==> src/rtl/ptac_defines.vh <==
`ifndef PTAC_DEFINES_VH
`define PTAC_DEFINES_VH

// Register offsets
`define PTAC_A_AMP_CHAN 8'h00
`define PTAC_A_AMP_DB 8'h04
`define PTAC_A_AMP_AUTO 8'h08
`define PTAC_A_OFS_CHOICE 8'h0c
`define PTAC_A_OFS_NATIVE 8'h10
`define PTAC_A_OFS_PCT 8'h14
`define PTAC_A_CLAMP 8'h18
`define PTAC_A_RATIO_CHOICE 8'h1c
`define PTAC_A_RATIO_VAL 8'h20
`define PTAC_A_RATIO_AUTO 8'h24
`define PTAC_A_GAMMA 8'h28
`define PTAC_A_TONE_ON 8'h2c
`define PTAC_A_EDGE_ON 8'h30
`define PTAC_A_EDGE_AUTO 8'h34
`define PTAC_A_EDGE_AMT 8'h38
`define PTAC_A_EDGE_LIMIT 8'h3c

// Auto mode codes
`define PTAC_AUTO_OFF 2'h0
`define PTAC_AUTO_ONCE 2'h1
`define PTAC_AUTO_CONT 2'h2

// Component and colour choices
`define PTAC_OFS_ALL 2'h0
`define PTAC_OFS_ANALOG 2'h1
`define PTAC_OFS_DIGITAL 2'h2
`define PTAC_CHAN_G 2'h0
`define PTAC_CHAN_R 2'h1
`define PTAC_CHAN_B 2'h2

// Reset values and limits
`define PTAC_RST_DB 6'h00
`define PTAC_DB_MAX 6'h2f
`define PTAC_RST_RATIO 8'h40
`define PTAC_RST_GAMMA 8'h40
`define PTAC_GAMMA_ONE 10'h040
`define PTAC_RST_AMT 8'h20
// Q4.4 cannot hold +8.0, so the ceiling sits one step below it
`define PTAC_AMT_MAX 8'h7f
`define PTAC_AMT_MIN 8'hf0
`define PTAC_LIMIT_MAX 8'h40
`define PTAC_RST_LIMIT 8'h08
`define PTAC_THR_AUTO_BASE 8'h02
`define PTAC_PEAK_LOW 8'hc0
`define PTAC_PIX_MAX 8'hff

`endif

==> src/rtl/ptac_top.v <==
`timescale 1ns/1ps
`include "ptac_defines.vh"

// Overview of operation
// - Gain channel choice offers only all channels, total amplification.
// - Gain value sets signal amplification in decibels for selected channel.
// - Once gain mode performs one adjustment then returns mode to off.
// - Continuous gain adjusts every frame; auto modes maximise dynamic range.
// - Only total black level is writable; analog and digital read only.
// - Native-unit black level sets signal offset for selected component.
// - Percent black level sets the same offset in percent.
// - Clamp enable compensates dark current; unavailable on rolling shutter sensors.
// - Ratio choice is red or blue; ratio is gain relative to green.
// - White balance off is manual; once or continuous adjust ratios automatically.
// - Gamma value shapes intensity; gamma enable switches correction.
// - Sharpening enable is read-write and disabled after reset.
// - Auto sharpening derives threshold from the gain setting, ignoring user value.
// - Sharpening amount is proportional to pixel minus neighbour difference.
// - Negative amount smooths, positive boosts; boost up to 8x, smoothing 1x.
// - Sharpening amount holds a fixed-point value defaulting to 2.0.
// - Sharpen only where gradient exceeds threshold.
// - Threshold is fraction of range, accepted from zero to one quarter.
// - Total black level splits automatically into analog and digital parts.
// - Gamma raises pixel to the gamma power, after gain and white balance.
// - Once white balance runs several passes then returns to off.
module ptac_top #(
	parameter AWB_PASSES = 8,
	parameter [7:0] ANALOG_MAX = 8'h20
)(
	input wire ref_clk_in,
	input wire arst_n_in,
	input wire [7:0] addr_in,
	input wire [7:0] wr_data_in,
	input wire wr_in,
	input wire rd_in,
	output reg [7:0] rd_data_out,
	input wire [7:0] pix_in,
	input wire [7:0] nbr_in,
	input wire [1:0] chan_in,
	input wire pix_valid_in,
	input wire dark_pix_in,
	input wire frame_end_in,
	input wire rolling_shutter_in,
	output reg [7:0] pix_out,
	output reg [1:0] chan_out,
	output reg pix_valid_out,
	output reg [7:0] analog_offset_out
);

// ************************************
// Helpers
// ************************************
function [10:0] db_to_lin;
	input [5:0] db;
	reg [2:0] sh;
	reg [5:0] fr;
	reg [5:0] q;
	begin
		q = db / 6'd6;
		sh = q[2:0];
		fr = db - {sh, 1'b0} - {1'b0, sh, 2'b0};
		case (fr)
			6'd1: db_to_lin = {sh, 8'd144};
			6'd2: db_to_lin = {sh, 8'd161};
			6'd3: db_to_lin = {sh, 8'd181};
			6'd4: db_to_lin = {sh, 8'd203};
			6'd5: db_to_lin = {sh, 8'd228};
			default: db_to_lin = {sh, 8'd128};
		endcase
	end
endfunction

function [7:0] sat8;
	input signed [31:0] v;
	begin
		if (v < 0)
			sat8 = 8'h00;
		else if (v > 255)
			sat8 = `PTAC_PIX_MAX;
		else
			sat8 = v[7:0];
	end
endfunction

// ************************************
// Control state
// ************************************
reg [5:0] amp_db;
reg [1:0] amp_auto_mode;
reg [1:0] offset_component_choice;
reg [7:0] offset_total;
reg dark_current_clamp_on;
reg color_ratio_choice;
reg [7:0] ratio_r;
reg [7:0] ratio_b;
reg [1:0] color_ratio_auto_mode;
reg [7:0] gamma_val;
reg tone_curve_on;
reg edge_boost_on;
reg edge_limit_auto;
reg [7:0] edge_amt;
reg [7:0] edge_limit_user;
reg roll_s1;
reg roll_s2;
reg [7:0] dark_est;
reg [7:0] awb_pass;

wire clamp_active = dark_current_clamp_on & ~roll_s2;
wire [7:0] ofs_analog = (offset_total > ANALOG_MAX) ? ANALOG_MAX : offset_total;
wire [7:0] ofs_digital = offset_total - ofs_analog;
wire [7:0] thr_auto = {3'b000, amp_db[5:1]} + `PTAC_THR_AUTO_BASE;
wire [7:0] thr_applied = edge_limit_auto ? thr_auto : edge_limit_user;
wire [15:0] pct_to_raw = {8'h00, wr_data_in} * 16'd653;
wire [15:0] raw_to_pct = {8'h00, offset_total} * 16'd201;
wire [7:0] wr_limit = (wr_data_in > `PTAC_LIMIT_MAX) ? `PTAC_LIMIT_MAX : wr_data_in;
wire signed [7:0] wr_amt_s = wr_data_in;
wire [7:0] wr_amt = (wr_amt_s > $signed(`PTAC_AMT_MAX)) ? `PTAC_AMT_MAX :
	(wr_amt_s < $signed(`PTAC_AMT_MIN)) ? `PTAC_AMT_MIN : wr_data_in;

// ************************************
// Pipeline stage 1: sharpen and black level
// ************************************
wire signed [9:0] diff = {2'b00, pix_in} - {2'b00, nbr_in};
wire [9:0] diff_mag = diff[9] ? -diff : diff;
wire signed [19:0] boost = diff * $signed({{2{edge_amt[7]}}, edge_amt});
wire edge_hit = edge_boost_on & (diff_mag > {2'b00, thr_applied});
// Negative amounts pull the pixel toward its neighbour; -1.0 reaches it exactly
wire signed [31:0] sharp = edge_hit ? ({24'h0, pix_in} + {{16{boost[19]}}, boost[19:4]}) :
	{24'h0, pix_in};
wire [7:0] sharp8 = sat8(sharp);
wire [7:0] dark_sub = clamp_active ? dark_est : 8'h00;
wire signed [31:0] blk = {24'h0, sharp8} - {24'h0, dark_sub} + {24'h0, ofs_digital};
wire signed [9:0] dark_diff = {2'b00, pix_in} - {2'b00, dark_est};

reg [7:0] s1_pix;
reg [1:0] s1_chan;
reg s1_valid;
reg s1_fe;

always @(posedge ref_clk_in or negedge arst_n_in)
begin
	if (!arst_n_in)
	begin
		s1_pix <= 8'h00;
		s1_chan <= 2'h0;
		s1_valid <= 1'b0;
		s1_fe <= 1'b0;
		dark_est <= 8'h00;
		roll_s1 <= 1'b0;
		roll_s2 <= 1'b0;
	end
	else
	begin
		roll_s1 <= rolling_shutter_in;
		roll_s2 <= roll_s1;
		s1_pix <= sat8(blk);
		s1_chan <= chan_in;
		s1_valid <= pix_valid_in & ~dark_pix_in;
		s1_fe <= frame_end_in;
		// Slow average keeps one hot dark pixel from swinging the clamp
		if (pix_valid_in & dark_pix_in)
			dark_est <= dark_est + {{3{dark_diff[9]}}, dark_diff[7:3]};
	end
end

// ************************************
// Pipeline stage 2: gain and white balance
// ************************************
wire [10:0] lin = db_to_lin(amp_db);
wire [31:0] gained = ({24'h0, s1_pix} * {24'h0, lin[7:0]}) << lin[10:8];
wire [7:0] sel_ratio = (s1_chan == `PTAC_CHAN_R) ? ratio_r :
	(s1_chan == `PTAC_CHAN_B) ? ratio_b : `PTAC_RST_RATIO;
wire [31:0] balanced = ({7'h0, gained[31:7]} * {24'h0, sel_ratio}) >> 6;
wire [7:0] bal8 = (balanced > 32'd255) ? `PTAC_PIX_MAX : balanced[7:0];

reg [7:0] s2_pix;
reg [1:0] s2_chan;
reg s2_valid;
reg s2_fe;

always @(posedge ref_clk_in or negedge arst_n_in)
begin
	if (!arst_n_in)
	begin
		s2_pix <= 8'h00;
		s2_chan <= 2'h0;
		s2_valid <= 1'b0;
		s2_fe <= 1'b0;
	end
	else
	begin
		s2_pix <= bal8;
		s2_chan <= s1_chan;
		s2_valid <= s1_valid;
		s2_fe <= s1_fe;
	end
end

// ************************************
// Pipeline stage 3: gamma
// ************************************
// Curve bends P toward P^gamma; exact at 1.0, smooth approximation elsewhere
wire [15:0] bend_full = {8'h00, s2_pix} * {8'h00, (`PTAC_PIX_MAX - s2_pix)};
wire signed [9:0] gam_k = $signed(`PTAC_GAMMA_ONE) - $signed({2'b00, gamma_val});
wire signed [19:0] gam_adj = $signed({2'b00, bend_full[15:8]}) * gam_k;
wire signed [31:0] gam_pix = {24'h0, s2_pix} + {{18{gam_adj[19]}}, gam_adj[19:6]};

always @(posedge ref_clk_in or negedge arst_n_in)
begin
	if (!arst_n_in)
	begin
		pix_out <= 8'h00;
		chan_out <= 2'h0;
		pix_valid_out <= 1'b0;
		analog_offset_out <= 8'h00;
	end
	else
	begin
		pix_out <= tone_curve_on ? sat8(gam_pix) : s2_pix;
		chan_out <= s2_chan;
		pix_valid_out <= s2_valid;
		analog_offset_out <= ofs_analog;
	end
end

// ************************************
// Frame statistics
// ************************************
reg [7:0] frm_peak;
reg [23:0] sum_r;
reg [23:0] sum_g;
reg [23:0] sum_b;

always @(posedge ref_clk_in or negedge arst_n_in)
begin
	if (!arst_n_in)
	begin
		frm_peak <= 8'h00;
		sum_r <= 24'h0;
		sum_g <= 24'h0;
		sum_b <= 24'h0;
	end
	else if (s2_fe)
	begin
		frm_peak <= 8'h00;
		sum_r <= 24'h0;
		sum_g <= 24'h0;
		sum_b <= 24'h0;
	end
	else if (s2_valid)
	begin
		if (s2_pix > frm_peak)
			frm_peak <= s2_pix;
		if (s2_chan == `PTAC_CHAN_R)
			sum_r <= sum_r + {16'h0, s2_pix};
		else if (s2_chan == `PTAC_CHAN_B)
			sum_b <= sum_b + {16'h0, s2_pix};
		else
			sum_g <= sum_g + {16'h0, s2_pix};
	end
end

// Two greens per colour pixel in the mosaic
wire [23:0] g_half = {1'b0, sum_g[23:1]};

// ************************************
// Register writes and auto loops
// ************************************
wire amp_step = s2_fe & (amp_auto_mode != `PTAC_AUTO_OFF);
wire awb_step = s2_fe & (color_ratio_auto_mode != `PTAC_AUTO_OFF);

always @(posedge ref_clk_in or negedge arst_n_in)
begin
	if (!arst_n_in)
	begin
		amp_db <= `PTAC_RST_DB;
		amp_auto_mode <= `PTAC_AUTO_OFF;
		offset_component_choice <= `PTAC_OFS_ALL;
		offset_total <= 8'h00;
		dark_current_clamp_on <= 1'b0;
		color_ratio_choice <= 1'b0;
		ratio_r <= `PTAC_RST_RATIO;
		ratio_b <= `PTAC_RST_RATIO;
		color_ratio_auto_mode <= `PTAC_AUTO_OFF;
		gamma_val <= `PTAC_RST_GAMMA;
		tone_curve_on <= 1'b0;
		edge_boost_on <= 1'b0;
		edge_limit_auto <= 1'b0;
		edge_amt <= `PTAC_RST_AMT;
		edge_limit_user <= `PTAC_RST_LIMIT;
		awb_pass <= 8'h00;
	end
	else
	begin
		// Peak at full scale is clipping, peak low wastes range
		if (amp_step)
		begin
			if (frm_peak == `PTAC_PIX_MAX && amp_db != 6'h00)
				amp_db <= amp_db - 6'h01;
			else if (frm_peak < `PTAC_PEAK_LOW && amp_db != `PTAC_DB_MAX)
				amp_db <= amp_db + 6'h01;
			if (amp_auto_mode == `PTAC_AUTO_ONCE)
				amp_auto_mode <= `PTAC_AUTO_OFF;
		end
		if (awb_step)
		begin
			if (sum_r < g_half && ratio_r != 8'hff)
				ratio_r <= ratio_r + 8'h01;
			else if (sum_r > g_half && ratio_r != 8'h01)
				ratio_r <= ratio_r - 8'h01;
			if (sum_b < g_half && ratio_b != 8'hff)
				ratio_b <= ratio_b + 8'h01;
			else if (sum_b > g_half && ratio_b != 8'h01)
				ratio_b <= ratio_b - 8'h01;
			if (color_ratio_auto_mode == `PTAC_AUTO_ONCE)
			begin
				if (awb_pass == AWB_PASSES[7:0] - 8'h01)
				begin
					awb_pass <= 8'h00;
					color_ratio_auto_mode <= `PTAC_AUTO_OFF;
				end
				else
					awb_pass <= awb_pass + 8'h01;
			end
		end
		// Software writes come last so they win over the loops
		if (wr_in)
		begin
			if (addr_in == `PTAC_A_AMP_DB)
				amp_db <= (wr_data_in[5:0] > `PTAC_DB_MAX || wr_data_in[7:6] != 2'b00) ?
					`PTAC_DB_MAX : wr_data_in[5:0];
			else if (addr_in == `PTAC_A_AMP_AUTO)
				amp_auto_mode <= (wr_data_in[1:0] == 2'h3) ? `PTAC_AUTO_CONT : wr_data_in[1:0];
			else if (addr_in == `PTAC_A_OFS_CHOICE)
				offset_component_choice <= (wr_data_in[1:0] == 2'h3) ? `PTAC_OFS_ALL : wr_data_in[1:0];
			else if (addr_in == `PTAC_A_OFS_NATIVE)
			begin
				if (offset_component_choice == `PTAC_OFS_ALL)
					offset_total <= wr_data_in;
			end
			else if (addr_in == `PTAC_A_OFS_PCT)
			begin
				if (offset_component_choice == `PTAC_OFS_ALL)
					offset_total <= (wr_data_in > 8'd100) ? `PTAC_PIX_MAX : pct_to_raw[15:8];
			end
			else if (addr_in == `PTAC_A_CLAMP)
				dark_current_clamp_on <= wr_data_in[0];
			else if (addr_in == `PTAC_A_RATIO_CHOICE)
				color_ratio_choice <= wr_data_in[0];
			else if (addr_in == `PTAC_A_RATIO_VAL)
			begin
				if (color_ratio_choice)
					ratio_b <= wr_data_in;
				else
					ratio_r <= wr_data_in;
			end
			else if (addr_in == `PTAC_A_RATIO_AUTO)
			begin
				color_ratio_auto_mode <= (wr_data_in[1:0] == 2'h3) ? `PTAC_AUTO_CONT : wr_data_in[1:0];
				awb_pass <= 8'h00;
			end
			else if (addr_in == `PTAC_A_GAMMA)
				gamma_val <= wr_data_in;
			else if (addr_in == `PTAC_A_TONE_ON)
				tone_curve_on <= wr_data_in[0];
			else if (addr_in == `PTAC_A_EDGE_ON)
				edge_boost_on <= wr_data_in[0];
			else if (addr_in == `PTAC_A_EDGE_AUTO)
				edge_limit_auto <= wr_data_in[0];
			else if (addr_in == `PTAC_A_EDGE_AMT)
				edge_amt <= wr_amt;
			else if (addr_in == `PTAC_A_EDGE_LIMIT)
				edge_limit_user <= wr_limit;
		end
	end
end

// ************************************
// Register reads
// ************************************
reg [7:0] next_rd_data;

always @*
begin
	next_rd_data = 8'h00;
	if (addr_in == `PTAC_A_AMP_CHAN)
		next_rd_data = 8'h00;
	else if (addr_in == `PTAC_A_AMP_DB)
		next_rd_data = {2'b00, amp_db};
	else if (addr_in == `PTAC_A_AMP_AUTO)
		next_rd_data = {6'h00, amp_auto_mode};
	else if (addr_in == `PTAC_A_OFS_CHOICE)
		next_rd_data = {6'h00, offset_component_choice};
	else if (addr_in == `PTAC_A_OFS_NATIVE)
	begin
		if (offset_component_choice == `PTAC_OFS_ANALOG)
			next_rd_data = ofs_analog;
		else if (offset_component_choice == `PTAC_OFS_DIGITAL)
			next_rd_data = ofs_digital;
		else
			next_rd_data = offset_total;
	end
	else if (addr_in == `PTAC_A_OFS_PCT)
		next_rd_data = raw_to_pct[16 - 1:9] > 8'd100 ? 8'd100 : {1'b0, raw_to_pct[15:9]};
	else if (addr_in == `PTAC_A_CLAMP)
		next_rd_data = {6'h00, clamp_active, dark_current_clamp_on};
	else if (addr_in == `PTAC_A_RATIO_CHOICE)
		next_rd_data = {7'h00, color_ratio_choice};
	else if (addr_in == `PTAC_A_RATIO_VAL)
		next_rd_data = color_ratio_choice ? ratio_b : ratio_r;
	else if (addr_in == `PTAC_A_RATIO_AUTO)
		next_rd_data = {6'h00, color_ratio_auto_mode};
	else if (addr_in == `PTAC_A_GAMMA)
		next_rd_data = gamma_val;
	else if (addr_in == `PTAC_A_TONE_ON)
		next_rd_data = {7'h00, tone_curve_on};
	else if (addr_in == `PTAC_A_EDGE_ON)
		next_rd_data = {7'h00, edge_boost_on};
	else if (addr_in == `PTAC_A_EDGE_AUTO)
		next_rd_data = {7'h00, edge_limit_auto};
	else if (addr_in == `PTAC_A_EDGE_AMT)
		next_rd_data = edge_amt;
	else if (addr_in == `PTAC_A_EDGE_LIMIT)
		next_rd_data = thr_applied;
end

always @(posedge ref_clk_in or negedge arst_n_in)
begin
	if (!arst_n_in)
		rd_data_out <= 8'h00;
	else if (rd_in)
		rd_data_out <= next_rd_data;
	else
		rd_data_out <= 8'h00;
end

endmodule

==> config.mk <==
export PLATFORM = sky130hd
export DESIGN_NAME = ptac_top
export DESIGN_NICKNAME = d
export VERILOG_FILES = /design/src/rtl/ptac_top.v
export VERILOG_INCLUDE_DIRS = /design/src /design/src/rtl
export SDC_FILE = /design/constraint.sdc
export NUM_CORES = 2
export LEC_CHECK = 0
export ABC_AREA = 1
export BUFFER_PORTS_ARGS = -buffer_cell sky130_fd_sc_hd__buf_4
export CORE_MARGIN = 3
export CORE_UTILIZATION = 60
export DETAILED_ROUTE_END_ITERATION = 7
export GPL_TIMING_DRIVEN = 0
export PLACE_DENSITY = 0.77
export SYNTH_ARGS = -nofsm -noshare
export SYNTH_HDL_FRONTEND = slang
export SYNTH_SLANG_ARGS = --single-unit
==> constraint.sdc <==
create_clock -name ref_clk_in -period 26.4 [get_ports ref_clk_in]
set_input_delay 2.64 -clock ref_clk_in [delete_from_list [all_inputs] [get_ports ref_clk_in]]
set_output_delay 2.64 -clock ref_clk_in [all_outputs]
set_load 0.05 [all_outputs]
==> qor.tcl <==
set qor(synthTopCellsByArea) {sky130_fd_sc_hd__ha_1 (19%), sky130_fd_sc_hd__fa_1 (18%), sky130_fd_sc_hd__dfrtp_1 (17%)}
set qor(worst_ep_required_time_ps) 26810
set qor(vias) 26200
set qor(grt_overflow) 0
set qor(core_area_um2) 50300
set qor(postSynthNetCount) 4742
set qor(hold_path.class) {reg2reg}
set qor(report.final.setup_viol) 0
set qor(postRouteAntennaNets) 0
set qor(synth.cells.most_frequent) {sky130_fd_sc_hd__inv_1 (810), sky130_fd_sc_hd__nand2_1 (609), sky130_fd_sc_hd__nor2_1 (465)}
set qor(worstPathBufferInverterCount) 12
set qor(synth_cell_type_count) 63
set qor(cp-start-kind) {register}
set qor(fin_setup_tns_ps) 0
set qor(hold-worst-slack_ps) 362
set qor(numClockSinks) 214
set qor(yosysTopAreaCell) {sky130_fd_sc_hd__ha_1}
set qor(status) {finished, final reports clean}
set qor(worst_pin_slew_ps) 985
set qor(clk_latency_ps) 570
set qor(initial_antenna_violation_count) 1
set qor(remaining_drc_errors) 0
set qor(gpl.final_weighted_congestion) 0.983
set qor(crit_fanout) 10
set qor(via_per_inst) 5.50
set qor(ys_async_sr_fraction_pct) 100
set qor(worst_setup_hold_path_clk_slew_ps) 60
set qor(grt_max_degree) 123
set qor(number_of_global_route_vias_before_repair) 25800
set qor(hold_buffers) 0
set qor(skew_ps) 21.4
set qor(worst-endpoint-arrival_ps) 15120
set qor(timing.setup.critical_path_class) {reg2reg}
set qor(flow.area_growth_from_synthesis_pct) 7.42
set qor(final-instance-count-excl-fill) 4756
set qor(critical_path.most_common_cell) {sky130_fd_sc_hd__inv_1}
set qor(post_cts.resized_instances) 0
set qor(area_of_all_sequential_standard_cells_um2) 5360
set qor(initial_util_pct) 60.9
set qor(timing.critical_path.max_delay_family) {adder cells}
set qor(end_kind) {register}
set qor(netlist_instances) 3968
set qor(firstDrtPassIters) 6
set qor(cts_buffer_depth) 3
set qor(die_height_um) 232
set qor(timing.max_cap.violations) 0
set qor(number_of_levels_in_the_clock_h_tree) 1
set qor(post-place-ws_ps) 11840
set qor(finalHoldViolations) 0
set qor(global_route.usage.total_pct) 28.2
set qor(yosys_most_used_dff) {sky130_fd_sc_hd__dfrtp_1}
set qor(cts.root.buffer_cell) {sky130_fd_sc_hd__clkbuf_16}
set qor(critPathSlowestCell) {sky130_fd_sc_hd__dfrtp_1}
set qor(finalCriticalPeriod_ps) 14710
set qor(ys.warnings.count) 0
set qor(yosys.area.top_type_share_pct) 18.8
set qor(fraction_of_the_cycle_the_final_worst_path_needs_pct) 55.7
set qor(postRouteWirelength_mm) 75.0
set qor(synth.most_common_cell) {sky130_fd_sc_hd__inv_1}
set qor(synth_edf_count) 0
set qor(fmaxAchievable_ghz) 0.0680
set qor(routedWlPerCell_um) 15.8
set qor(placed_cells) 4709
set qor(ys_seq_area_share_pct) 17.5
set qor(largest_registers) {sum_b (24), sum_g (24), sum_r (24)}
set qor(layout-drive-gt1-share_pct) 4.53
set qor(rsz0062_at_grt) {false}
set qor(finalMaxSlewViolations) 0
set qor(nFillCells) 4367
set qor(synth_seq_cells) 214
set qor(std_cell_rows) 82
set qor(buffer_ports.inserted) 68
set qor(cts_tree) {built}
set qor(antenna_cells) 0
set qor(total_cts_buffers) 26
set qor(mean_area_per_synthesized_cell_um2) 7.71
set qor(post-cts-setup-buffer-count) 0
set qor(dp.final_hpwl_mm) 60.9
set qor(drt_first_iter_violations) 1938
set qor(io_pins) 69
set qor(syn_area_um2) 30600
set qor(slowest_delay_ps) 620
set qor(grt_pass1_wl_mm) 125
set qor(die_w_um) 232
set qor(setup_ws_ps) 11690
set qor(fp.dieArea_um2) 53800
set qor(area_of_combinational_cells_with_multiple_inputs_um2) 22000
set qor(final_net_count) 4839
set qor(slew_headroom_pct) 33.7
## worst reg2reg max path: cells and delay by family (launching register included)
kind / cells / cell delay, ps
and+or+nand+nor: 23 / 2900
buffers and inverters: 12 / 1790
xor gates and xnor gates: 2 / 460
adders and majority gates: 13 / 5520
DFF: 1 / 620
AOI/OAI and AO/OA: 14 / 3280
## layout make-up
cell class	instances	area share (%)
plain buffers	47	0.552
clock buffers	38	2.33
clock inverters	9	0.362
inverters	821	9.37
multi-input cells	2886	66.9
flip-flops and latches	214	16.3
well taps	672	2.56
repair buffers	69	1.66
## metal layers
metal	vias up	wire, µm	GRT usage [%]
li1	12900	-	-
met1	12400	32900	37.3
met5	-	12	0
met3	161	4050	3.70
met2	712	35300	47.9
met4	2	2690	9.47
## cells by family (layout without fill, tap and decap cells)
family / Yosys count / after routing / share of synthesized area (%)
compound gates: 630 / 630 / 12.0
xor+xnor: 145 / 145 / 4.15
fa+ha+maj: 732 / 732 / 36.6
buf+inv: 868 / 984 / 10.7
flops: 214 / 214 / 17.5
mux: 3 / 3 / 0.0981
other cells: 1 / 1 / 0.0123
simple gates: 1375 / 1375 / 19.0
## layout by cell type (no fill, tap or decap), types with 17 or more instances in the layout
cell / count
sky130_fd_sc_hd__nand2_1: 609
sky130_fd_sc_hd__xnor2_1: 51
sky130_fd_sc_hd__nor3_1: 60
sky130_fd_sc_hd__xor2_1: 94
sky130_fd_sc_hd__a21oi_1: 225
sky130_fd_sc_hd__o22ai_1: 29
sky130_fd_sc_hd__clkbuf_16: 26
sky130_fd_sc_hd__o21ai_0: 195
sky130_fd_sc_hd__o211ai_1: 17
sky130_fd_sc_hd__buf_4: 67
sky130_fd_sc_hd__nand4_1: 39
sky130_fd_sc_hd__nand2_2: 19
sky130_fd_sc_hd__nand3_1: 107
sky130_fd_sc_hd__fa_1: 271
sky130_fd_sc_hd__inv_1: 810
sky130_fd_sc_hd__dfrtp_1: 209
sky130_fd_sc_hd__ha_1: 461
sky130_fd_sc_hd__clkbuf_1: 45
sky130_fd_sc_hd__o221ai_1: 17
sky130_fd_sc_hd__or2_2: 26
sky130_fd_sc_hd__nor2_1: 465
sky130_fd_sc_hd__o21bai_1: 26
sky130_fd_sc_hd__a21o_1: 22
## worst paths after layout
kind / to / start / cells past startpoint / slack, ps
worst max register to register: s2_pix[0] / amp_db[3] / 64 / 11690
worst min-delay path: s2_fe / s1_fe / 0 / 360
worst min register to register: s2_fe / s1_fe / 0 / 360
max in group asynchronous: analog_offset_out[5] / arst_n_in / 2 / 23200
worst max-delay path: s2_pix[0] / amp_db[3] / 64 / 11690
min in group asynchronous: pix_out[6] / arst_n_in / 1 / 2050
## metrics by stage
stage	utilization (%)	cell area [µm²]
after global routing	65.4	32900
after detailed placement	63.6	32000
after global placement	63.6	32000
after CTS	65.4	32900
final	65.4	32900
after floorplan	-	30600
Power is left out: the tool's default activity adds up to more than one toggle a clock period on the data nets, which glitch-free logic cannot reach.
